$ cat src/pcmx_regs.vh
// Register offsets, field positions, reset values and timing counts for the port C pin block
`ifndef PCMX_REGS_VH
`define PCMX_REGS_VH

// ****************************************
// Register byte offsets
// ****************************************
`define PCMX_OFF_DATA     12'h000
`define PCMX_OFF_LATCH    12'h004
`define PCMX_OFF_DIR      12'h008
`define PCMX_OFF_CTRL     12'h00c
`define PCMX_OFF_STATUS   12'h010
`define PCMX_OFF_BUS      12'h014

// ****************************************
// Control register fields
// ****************************************
`define PCMX_CTRL_OPEN_DRAIN  0
`define PCMX_CTRL_HANDSHAKE   1
`define PCMX_CTRL_HS_DIR      2
`define PCMX_CTRL_EDGE        3
`define PCMX_CTRL_IRV         4
`define PCMX_CTRL_WIDTH       5

// ****************************************
// Status register fields
// ****************************************
`define PCMX_STAT_FLAG    0
`define PCMX_STAT_ARMED   1
`define PCMX_STAT_OSTRB   2

// ****************************************
// Reset values
// ****************************************
`define PCMX_RST_DIR      8'h00
`define PCMX_RST_DATA     8'h00
`define PCMX_RST_CTRL     5'h00

// ****************************************
// Timing: E cycle is four pclk cycles
// ****************************************
`define PCMX_E_CYCLE_NS   100
`define PCMX_CLK_NS       25
`define PCMX_E_CYCLES     (`PCMX_E_CYCLE_NS / `PCMX_CLK_NS)

`endif

$ cat src/pcmx_sync.v
// Two-flop synchroniser for a vector of pin inputs
`timescale 1ns/10ps
module pcmx_sync #(
	parameter WIDTH = 9
) (
	input  wire             pclk,
	input  wire             presetn,
	input  wire             clk_en,
	input  wire [WIDTH-1:0] async_in,
	output reg  [WIDTH-1:0] sync_out
);
	reg [WIDTH-1:0] stage1;

	// ****************************************
	// Synchroniser
	// ****************************************
	// First stage feeds only the second stage
	always @(posedge pclk or negedge presetn) begin
		if (!presetn) begin
			stage1   <= {WIDTH{1'b0}};
			sync_out <= {WIDTH{1'b0}};
		end else if (clk_en) begin
			stage1   <= async_in;
			sync_out <= stage1;
		end
	end
endmodule // pcmx_sync

$ cat src/pcmx_port.v
// Port C pin logic: multiplexed address/data bus and single-chip handshake port
`timescale 1ns/10ps
`include "pcmx_regs.vh"

// Contract
// - Expanded mode drives low address first half, then data out or in.
// - Tristate control 0 enables output buffers; 1 leaves pins as inputs.
// - Address path select drives address; write data path select drives data.
// - Read data latched during E high, passed only under read path select.
// - Writes look the same; internal reads drive out only with visibility.
// - A configuration bit selects internal read visibility on the port.
// - Low-power indicator low disables the port input buffers.
// - Direction register writable, readable, reset to zero, gates each buffer.
// - Open-drain bit kills high drive on all pins, single-chip only.
// - Output handshake drives direction-zero bits only while strobe is active.
// - Direction-one bits are driven outputs, except a high level under open drain.
// - Data read returns output latch if handshake output or direction out.
// - Writes to data or latched register load the same output latch.
// - Selected strobe edge captures pin data into the latched register.
// - Strobe edge in low power gives no valid latched data.
// - Interlocked handshake answers input strobe within one E cycle.
// - Handshake bits select simple strobe, full input or full output.
// - Register writes take effect mid E-high; the code applies them on the APB write clock edge instead.
// - Synchronised strobe sets flag and clears its auto-clear arming.
module pcmx_port #(
	parameter WIDTH = 8
) (
	input  wire             pclk,
	input  wire             presetn,
	input  wire             clk_en,
	input  wire             psel,
	input  wire             penable,
	input  wire             pwrite,
	input  wire [11:0]      paddr,
	input  wire [31:0]      pwdata,
	output reg  [31:0]      prdata,
	output wire             pready,
	output wire             pslverr,
	input  wire             expanded_mode,
	input  wire             lowpower_n,
	input  wire             e_clk,
	input  wire             port_tristate_ctl,
	input  wire             addr_path_sel,
	input  wire             wdata_path_sel,
	input  wire             rdata_path_sel,
	input  wire             internal_read,
	input  wire [WIDTH-1:0] bus_addr,
	input  wire [WIDTH-1:0] bus_wdata,
	input  wire [WIDTH-1:0] internal_rdata,
	output reg  [WIDTH-1:0] bus_rdata,
	input  wire [WIDTH-1:0] pin_in,
	output wire [WIDTH-1:0] pin_out,
	output wire [WIDTH-1:0] pin_oe,
	input  wire             input_strobe,
	output reg              output_strobe,
	output wire             strobe_a_flag,
	output wire             internal_read_visible
);
	// ****************************************
	// Declarations
	// ****************************************
	reg  [WIDTH-1:0] port_data_reg;
	reg  [WIDTH-1:0] latched_port_reg;
	reg  [WIDTH-1:0] port_direction;
	reg  [4:0]       ctrl;
	reg              flag;
	reg              armed;
	reg              strobe_prev;
	reg              e_prev;
	reg  [WIDTH-1:0] rd_hold;
	wire [WIDTH:0]   synced;
	wire [WIDTH-1:0] pin_buf;
	wire             strobe_s;
	wire             open_drain_sel;
	wire             handshake_sel;
	wire             hs_direction_sel;
	wire             strobe_edge_sel;
	wire             output_hs;
	wire             strobe_active;
	wire             strobe_capture_pulse;
	wire             wr;
	wire             rd;
	wire             data_write_strobe;
	wire             latch_write_strobe;
	wire             direction_write_strobe;
	wire             direction_read_strobe;
	wire             latched_read_strobe;
	wire             e_fall;
	wire             drive_bus;
	wire [WIDTH-1:0] bus_value;
	wire [WIDTH-1:0] sc_oe;
	wire [WIDTH-1:0] out_level;
	wire [WIDTH-1:0] data_read;

	// ****************************************
	// Pin synchronisers
	// ****************************************
	pcmx_sync #(
		.WIDTH (WIDTH + 1)
	) u_sync (
		.pclk     (pclk),
		.presetn  (presetn),
		.clk_en   (clk_en),
		.async_in ({input_strobe, pin_in}),
		.sync_out (synced)
	);

	// Input buffers gated off in low power
	assign pin_buf  = lowpower_n ? synced[WIDTH-1:0] : {WIDTH{1'b0}};
	assign strobe_s = synced[WIDTH];

	// ****************************************
	// Control decode
	// ****************************************
	assign open_drain_sel        = ctrl[`PCMX_CTRL_OPEN_DRAIN];
	assign handshake_sel         = ctrl[`PCMX_CTRL_HANDSHAKE];
	assign hs_direction_sel      = ctrl[`PCMX_CTRL_HS_DIR];
	assign strobe_edge_sel       = ctrl[`PCMX_CTRL_EDGE];
	assign internal_read_visible = ctrl[`PCMX_CTRL_IRV];
	// Both bits set means full-output handshake
	assign output_hs             = handshake_sel & hs_direction_sel;
	assign strobe_active         = ~(strobe_s ^ strobe_edge_sel);
	assign strobe_a_flag         = flag;

	// Edge select picks rising (1) or falling (0); ignored while asleep
	assign strobe_capture_pulse  = lowpower_n & (strobe_s != strobe_prev) &
		(strobe_s == strobe_edge_sel);

	// ****************************************
	// APB decode
	// ****************************************
	// Zero wait states; every access completes in its access phase
	assign pready                 = 1'b1;
	assign pslverr                = 1'b0;
	assign wr                     = psel & penable & pwrite & clk_en;
	assign rd                     = psel & penable & ~pwrite & clk_en;
	assign data_write_strobe      = wr & (paddr == `PCMX_OFF_DATA);
	assign latch_write_strobe     = wr & (paddr == `PCMX_OFF_LATCH);
	assign direction_write_strobe = wr & (paddr == `PCMX_OFF_DIR);
	assign direction_read_strobe  = rd & (paddr == `PCMX_OFF_DIR);
	assign latched_read_strobe    = rd & (paddr == `PCMX_OFF_LATCH);

	// ****************************************
	// Port registers
	// ****************************************
	// Bus write edge stands in for mid E-high timing of the write strobes
	always @(posedge pclk or negedge presetn) begin
		if (!presetn) begin
			port_data_reg  <= `PCMX_RST_DATA;
			port_direction <= `PCMX_RST_DIR;
			ctrl           <= `PCMX_RST_CTRL;
		end else if (clk_en) begin
			if (data_write_strobe || latch_write_strobe)
				port_data_reg <= pwdata[WIDTH-1:0];
			if (direction_write_strobe)
				port_direction <= pwdata[WIDTH-1:0];
			if (wr && paddr == `PCMX_OFF_CTRL)
				ctrl <= pwdata[`PCMX_CTRL_WIDTH-1:0];
		end
	end

	// ****************************************
	// Strobe capture and flag
	// ****************************************
	// Set beats a simultaneous clear so no strobe edge is lost
	always @(posedge pclk or negedge presetn) begin
		if (!presetn) begin
			latched_port_reg <= `PCMX_RST_DATA;
			strobe_prev      <= 1'b0;
			flag             <= 1'b0;
			armed            <= 1'b0;
		end else if (clk_en) begin
			strobe_prev <= strobe_s;
			if (strobe_capture_pulse) begin
				latched_port_reg <= pin_buf;
				flag             <= 1'b1;
				armed            <= 1'b0;
			end else begin
				if (rd && paddr == `PCMX_OFF_STATUS && flag)
					armed <= 1'b1;
				if (armed && (latched_read_strobe || latch_write_strobe)) begin
					flag  <= 1'b0;
					armed <= 1'b0;
				end
			end
		end
	end

	// ****************************************
	// Output strobe (interlocked)
	// ****************************************
	// Full handshake: asserted on latch read/write, ended by next selected strobe edge
	always @(posedge pclk or negedge presetn) begin
		if (!presetn) begin
			output_strobe <= 1'b0;
		end else if (clk_en) begin
			if (strobe_capture_pulse)
				output_strobe <= 1'b0;
			else if (handshake_sel && !hs_direction_sel && latched_read_strobe)
				output_strobe <= 1'b1;
			else if (output_hs && latch_write_strobe)
				output_strobe <= 1'b1;
			else if (!handshake_sel && data_write_strobe)
				output_strobe <= 1'b1;
		end
	end

	// ****************************************
	// Expanded bus read path
	// ****************************************
	assign e_fall = e_prev & ~e_clk;

	// Hold latch follows pins during E high, frozen after E falls
	always @(posedge pclk or negedge presetn) begin
		if (!presetn) begin
			e_prev    <= 1'b0;
			rd_hold   <= {WIDTH{1'b0}};
			bus_rdata <= {WIDTH{1'b0}};
		end else if (clk_en) begin
			e_prev <= e_clk;
			if (e_clk)
				rd_hold <= pin_buf;
			if (rdata_path_sel && e_fall)
				bus_rdata <= rd_hold;
		end
	end

	// ****************************************
	// Pin drive
	// ****************************************
	// Address phase and writes drive unless tristate control is 1; internal read data only with visibility
	assign drive_bus = ~port_tristate_ctl &
		(addr_path_sel | ~internal_read | internal_read_visible);
	assign bus_value = addr_path_sel ? bus_addr :
		(wdata_path_sel ? bus_wdata : internal_rdata);

	genvar i;
	generate
		for (i = 0; i < WIDTH; i = i + 1) begin : g_pin
			// Handshake override only on direction-zero bits
			assign sc_oe[i] = port_direction[i] |
				(output_hs & strobe_active);
			assign out_level[i] = port_data_reg[i];
			// Open drain drops the high side: only a low is driven
			assign pin_oe[i] = expanded_mode ? drive_bus :
				(sc_oe[i] & ~(open_drain_sel & out_level[i]));
			assign pin_out[i] = expanded_mode ? bus_value[i] : out_level[i];
			assign data_read[i] = (output_hs | port_direction[i]) ?
				out_level[i] : pin_buf[i];
		end
	endgenerate

	// ****************************************
	// APB read mux
	// ****************************************
	always @* begin
		prdata = 32'h00000000;
		if (psel && !pwrite) begin
			case (paddr)
				`PCMX_OFF_DATA:   prdata[WIDTH-1:0] = data_read;
				`PCMX_OFF_LATCH:  prdata[WIDTH-1:0] = latched_port_reg;
				`PCMX_OFF_DIR:    prdata[WIDTH-1:0] = port_direction;
				`PCMX_OFF_CTRL:   prdata[`PCMX_CTRL_WIDTH-1:0] = ctrl;
				`PCMX_OFF_STATUS: prdata[2:0] = {output_strobe, armed, flag};
				`PCMX_OFF_BUS:    prdata[WIDTH-1:0] = bus_rdata;
				default:          prdata = 32'h00000000;
			endcase
		end
	end
endmodule // pcmx_port

$ cat config.mk
export PLATFORM = sky130hd
export DESIGN_NAME = pcmx_port
export DESIGN_NICKNAME = d
export VERILOG_FILES = /design/src/pcmx_sync.v /design/src/pcmx_port.v
export VERILOG_INCLUDE_DIRS = /design/src
export SDC_FILE = /design/constraint.sdc
export NUM_CORES = 1
export LEC_CHECK = 0
export ABC_CLOCK_PERIOD_IN_PS = 2100
export BUFFER_PORTS_ARGS = -buffer_cell sky130_fd_sc_hd__clkbuf_2
export CAP_MARGIN = 20
export CORE_AREA = 4 4 108 100
export CTS_CLUSTER_DIAMETER = 80
export CTS_CLUSTER_SIZE = 28
export DETAILED_ROUTE_END_ITERATION = 12
export DIE_AREA = 0 0 112 104
export PLACE_DENSITY = 0.74
export SYNTH_ARGS = -nofsm -noshare
export SYNTH_HDL_FRONTEND = slang
export SYNTH_SLANG_ARGS = --single-unit
$ cat constraint.sdc
create_clock -name pclk -period 2.1 [get_ports pclk]
set_input_delay 0 -clock pclk [delete_from_list [all_inputs] [get_ports pclk]]
set_output_delay 0 -clock pclk [all_outputs]
set_load 0.03 [all_outputs]
==> metrics.cfg <==
[die]
row_count=34
start_util_pct=39.83
die_area_um2=11650
die_h_um=104
die_w_um=112
coreArea_um2=9572
ios=152

[sta]
rsz0062_at_grt=false
hold_viol=0
period_share_pct=97.05
slew-limit-headroom_pct=63.12
clock_skew_ns=0.01073
fmaxAchievable_ghz=0.4907
worst_pin_slew_ns=0.5520
setup_viol_count_final=0
report.final.slew_viol_count=0
period_needed_ns=2.038

[worst_setup_path]
cp_cell_sequence=clkbuf_2, or4_1, or4_4, nand2b_4, a211oi_1, clkbuf_2
r2r_slack_ns=0.56
start_kind=primary input
crit-reg2reg-launch=ctrl[3]
cp_data_required_time_ns=2.10
crit_arrival_ns=2.04
end_kind=output port
crit_top_cell=clkbuf_2
crit_path_top_delay_cell=or4_4
reg2reg_to=latched_port_reg[7]
critPathCapture=prdata[3]
rr_worst_depth=4
path_max_fanout=7
worstSetupStartpoint=paddr[11]
crit_type=in -> out
critPathMaxStageDelay_ns=0.59

[synthesis]
ys_seq_elements=68
synth.area.top_cells=dfrtp_1 (45%), mux2_2 (21%), buf_4 (5.1%)
yosysSeqAreaShare_pct=44.63
synth_warnings=0
yosysTopAreaCell=dfrtp_1
synthDistinctLibCells=44
ys.flop_type=dfrtp_1
yosysTopAreaCellShare_pct=44.63
synth_enable_flop_cells=0
synth_cells=367
syn_avg_cell_area_um2=10.39
postSynth.asyncResetShare_pct=100.0
syn_area_um2=3812

[clocking]
insertion_delay_ns=0.35
post-cts-setup-buffers=0
cts_buffers=9
cts_tree=yes
cts-root-buf=clkbuf_8
htreeDepth=3
cts_sinks=68
cts.path.max_buffers=2
clk_pin_slew_ns=0.07

[place]
place_area_um2=4395
globalplace.congestion=0.8948
place_hpwl_mm=7.677
place_inst=582
portBuffers=101

[global_routing]
grt.total_usage_pct=17.12
grt_max_degree=34
grt_pass1_wl_mm=16.26
grt_pass1_vias=3290
antenna_found_initial=0
gr-total-overflow=0

[power_and_ir_drop]
ir_worst_vdd_uv=517.2
leakage_uw=0.002324
power_density_nw_per_um2=699.8
total_power_uw=3348

[layout]
finalInstanceArea_um2=4785
nets=576
antenna_cells=0
fin_util_pct=49.99
area_delta_synth_final_pct=25.50
fin_cells=616
top_regs=u_sync.stage1: 9 flops, u_sync.sync_out: 9 flops
drive_gt1_share_pct=42.65
layout_common_cells=clkbuf_2 (98), mux2_2 (70), dfrtp_1 (68)
final_common_cell=clkbuf_2

[detailed_routing]
vias=3142
finalWirelength_mm=9.701
ant_nets=0
wire_per_inst_um=15.75
drc=0
avgViaCountPerCell=5.101
drt-initial-drc-count=168
dr.pass1.iters=4

[hold_path]
hold_start=penable
hold_path_class=in -> reg

[outcome]
status=completed

[run]
drv_cap=0

-- repair_timing --
item | in CTS | in global routing
pin swaps | 0 | 0
hold buffers | 18 | 0
gates resized for setup | 3 | 9
endpoints found under the setup margin | 6 | 7
endpoints found under the hold margin | 80 | 0
gates cloned | 0 | 0
-- synthesized netlist by cell type (2+ instances only) --
master	number
mux2_2	70
dfrtp_1	68
nand2_1	45
o21ai_0	34
buf_4	26
a21oi_1	21
clkbuf_1	18
mux2i_1	8
nor2_1	8
a31oi_1	5
inv_1	5
nor3_1	4
o211ai_1	4
a31o_2	3
buf_1	3
nand3_1	3
or3_1	3
a211oi_1	2
a22o_1	2
a32oi_1	2
conb_1	2
nand2b_1	2
nand3b_1	2
nand4_1	2
nor3b_1	2
nor4_1	2
nor4_4	2
o21a_1	2
o31a_1	2
-- through the flow --
stage | hold WS, ns | setup WS (ns) | setup TNS (ns)
after detailed placement | -0.01229 | -0.08181 | -0.8163
after global placement | -0.02827 | -0.05779 | -0.4191
final | 0.06596 | 0.06202 | 0
after CTS | 0.04153 | -0.01025 | -0.01403
after floorplan | -0.2956 | -0.1253 | -0.2507
after global routing | 0.1034 | 0.005297 | 0
-- cells by family after synthesis --
logic type | share of synthesized area, %
and+or+nand+nor | 11.39
AOI/OAI and AO/OA | 12.57
muxes | 22.78
DFF | 44.63
buffers and inverters | 7.975
xor gates and xnor gates | 0.4596
other | 0.1970
-- critical path, delay by kind of cell --
kind,cells,cell delay (ns)
AO/OA/AOI/OAI,1,0.31
AND/OR/NAND/NOR,3,1.37
buffers and inverters,2,0.34
-- where the power goes --
part	internal [uW]	switching (uW)
registers	1500	125
clock network	438	521
logic	330	436
total	2270	1080
-- worst min path at each step --
stage                       endpoint  cells past startpoint
floorplan                      armed                      0
detailed placement  u_sync.stage1[7]                      1
global placement    u_sync.stage1[7]                      1
finish                         armed                      5
global route                   armed                      5
CTS                            armed                      5
-- area by class of cell --
cell class,count,area (um^2)
Sequential cell,68,1702
Clock inverter,6,48.80
Timing Repair Buffer,131,809.5
Tap cell,126,157.7
Clock buffer,10,127.6
Inverter,5,18.77
Multi-Input combinational cell,270,1921
Fill cell,889,4787
-- metal layers --
layer	part of all wire (%)	global-route usage [%]
met1	42	21.95
met2	50	29.07
met3	7.6	5.410
met4	0.57	2.489
met5	0	0
Power figures use the tool's default switching activity.
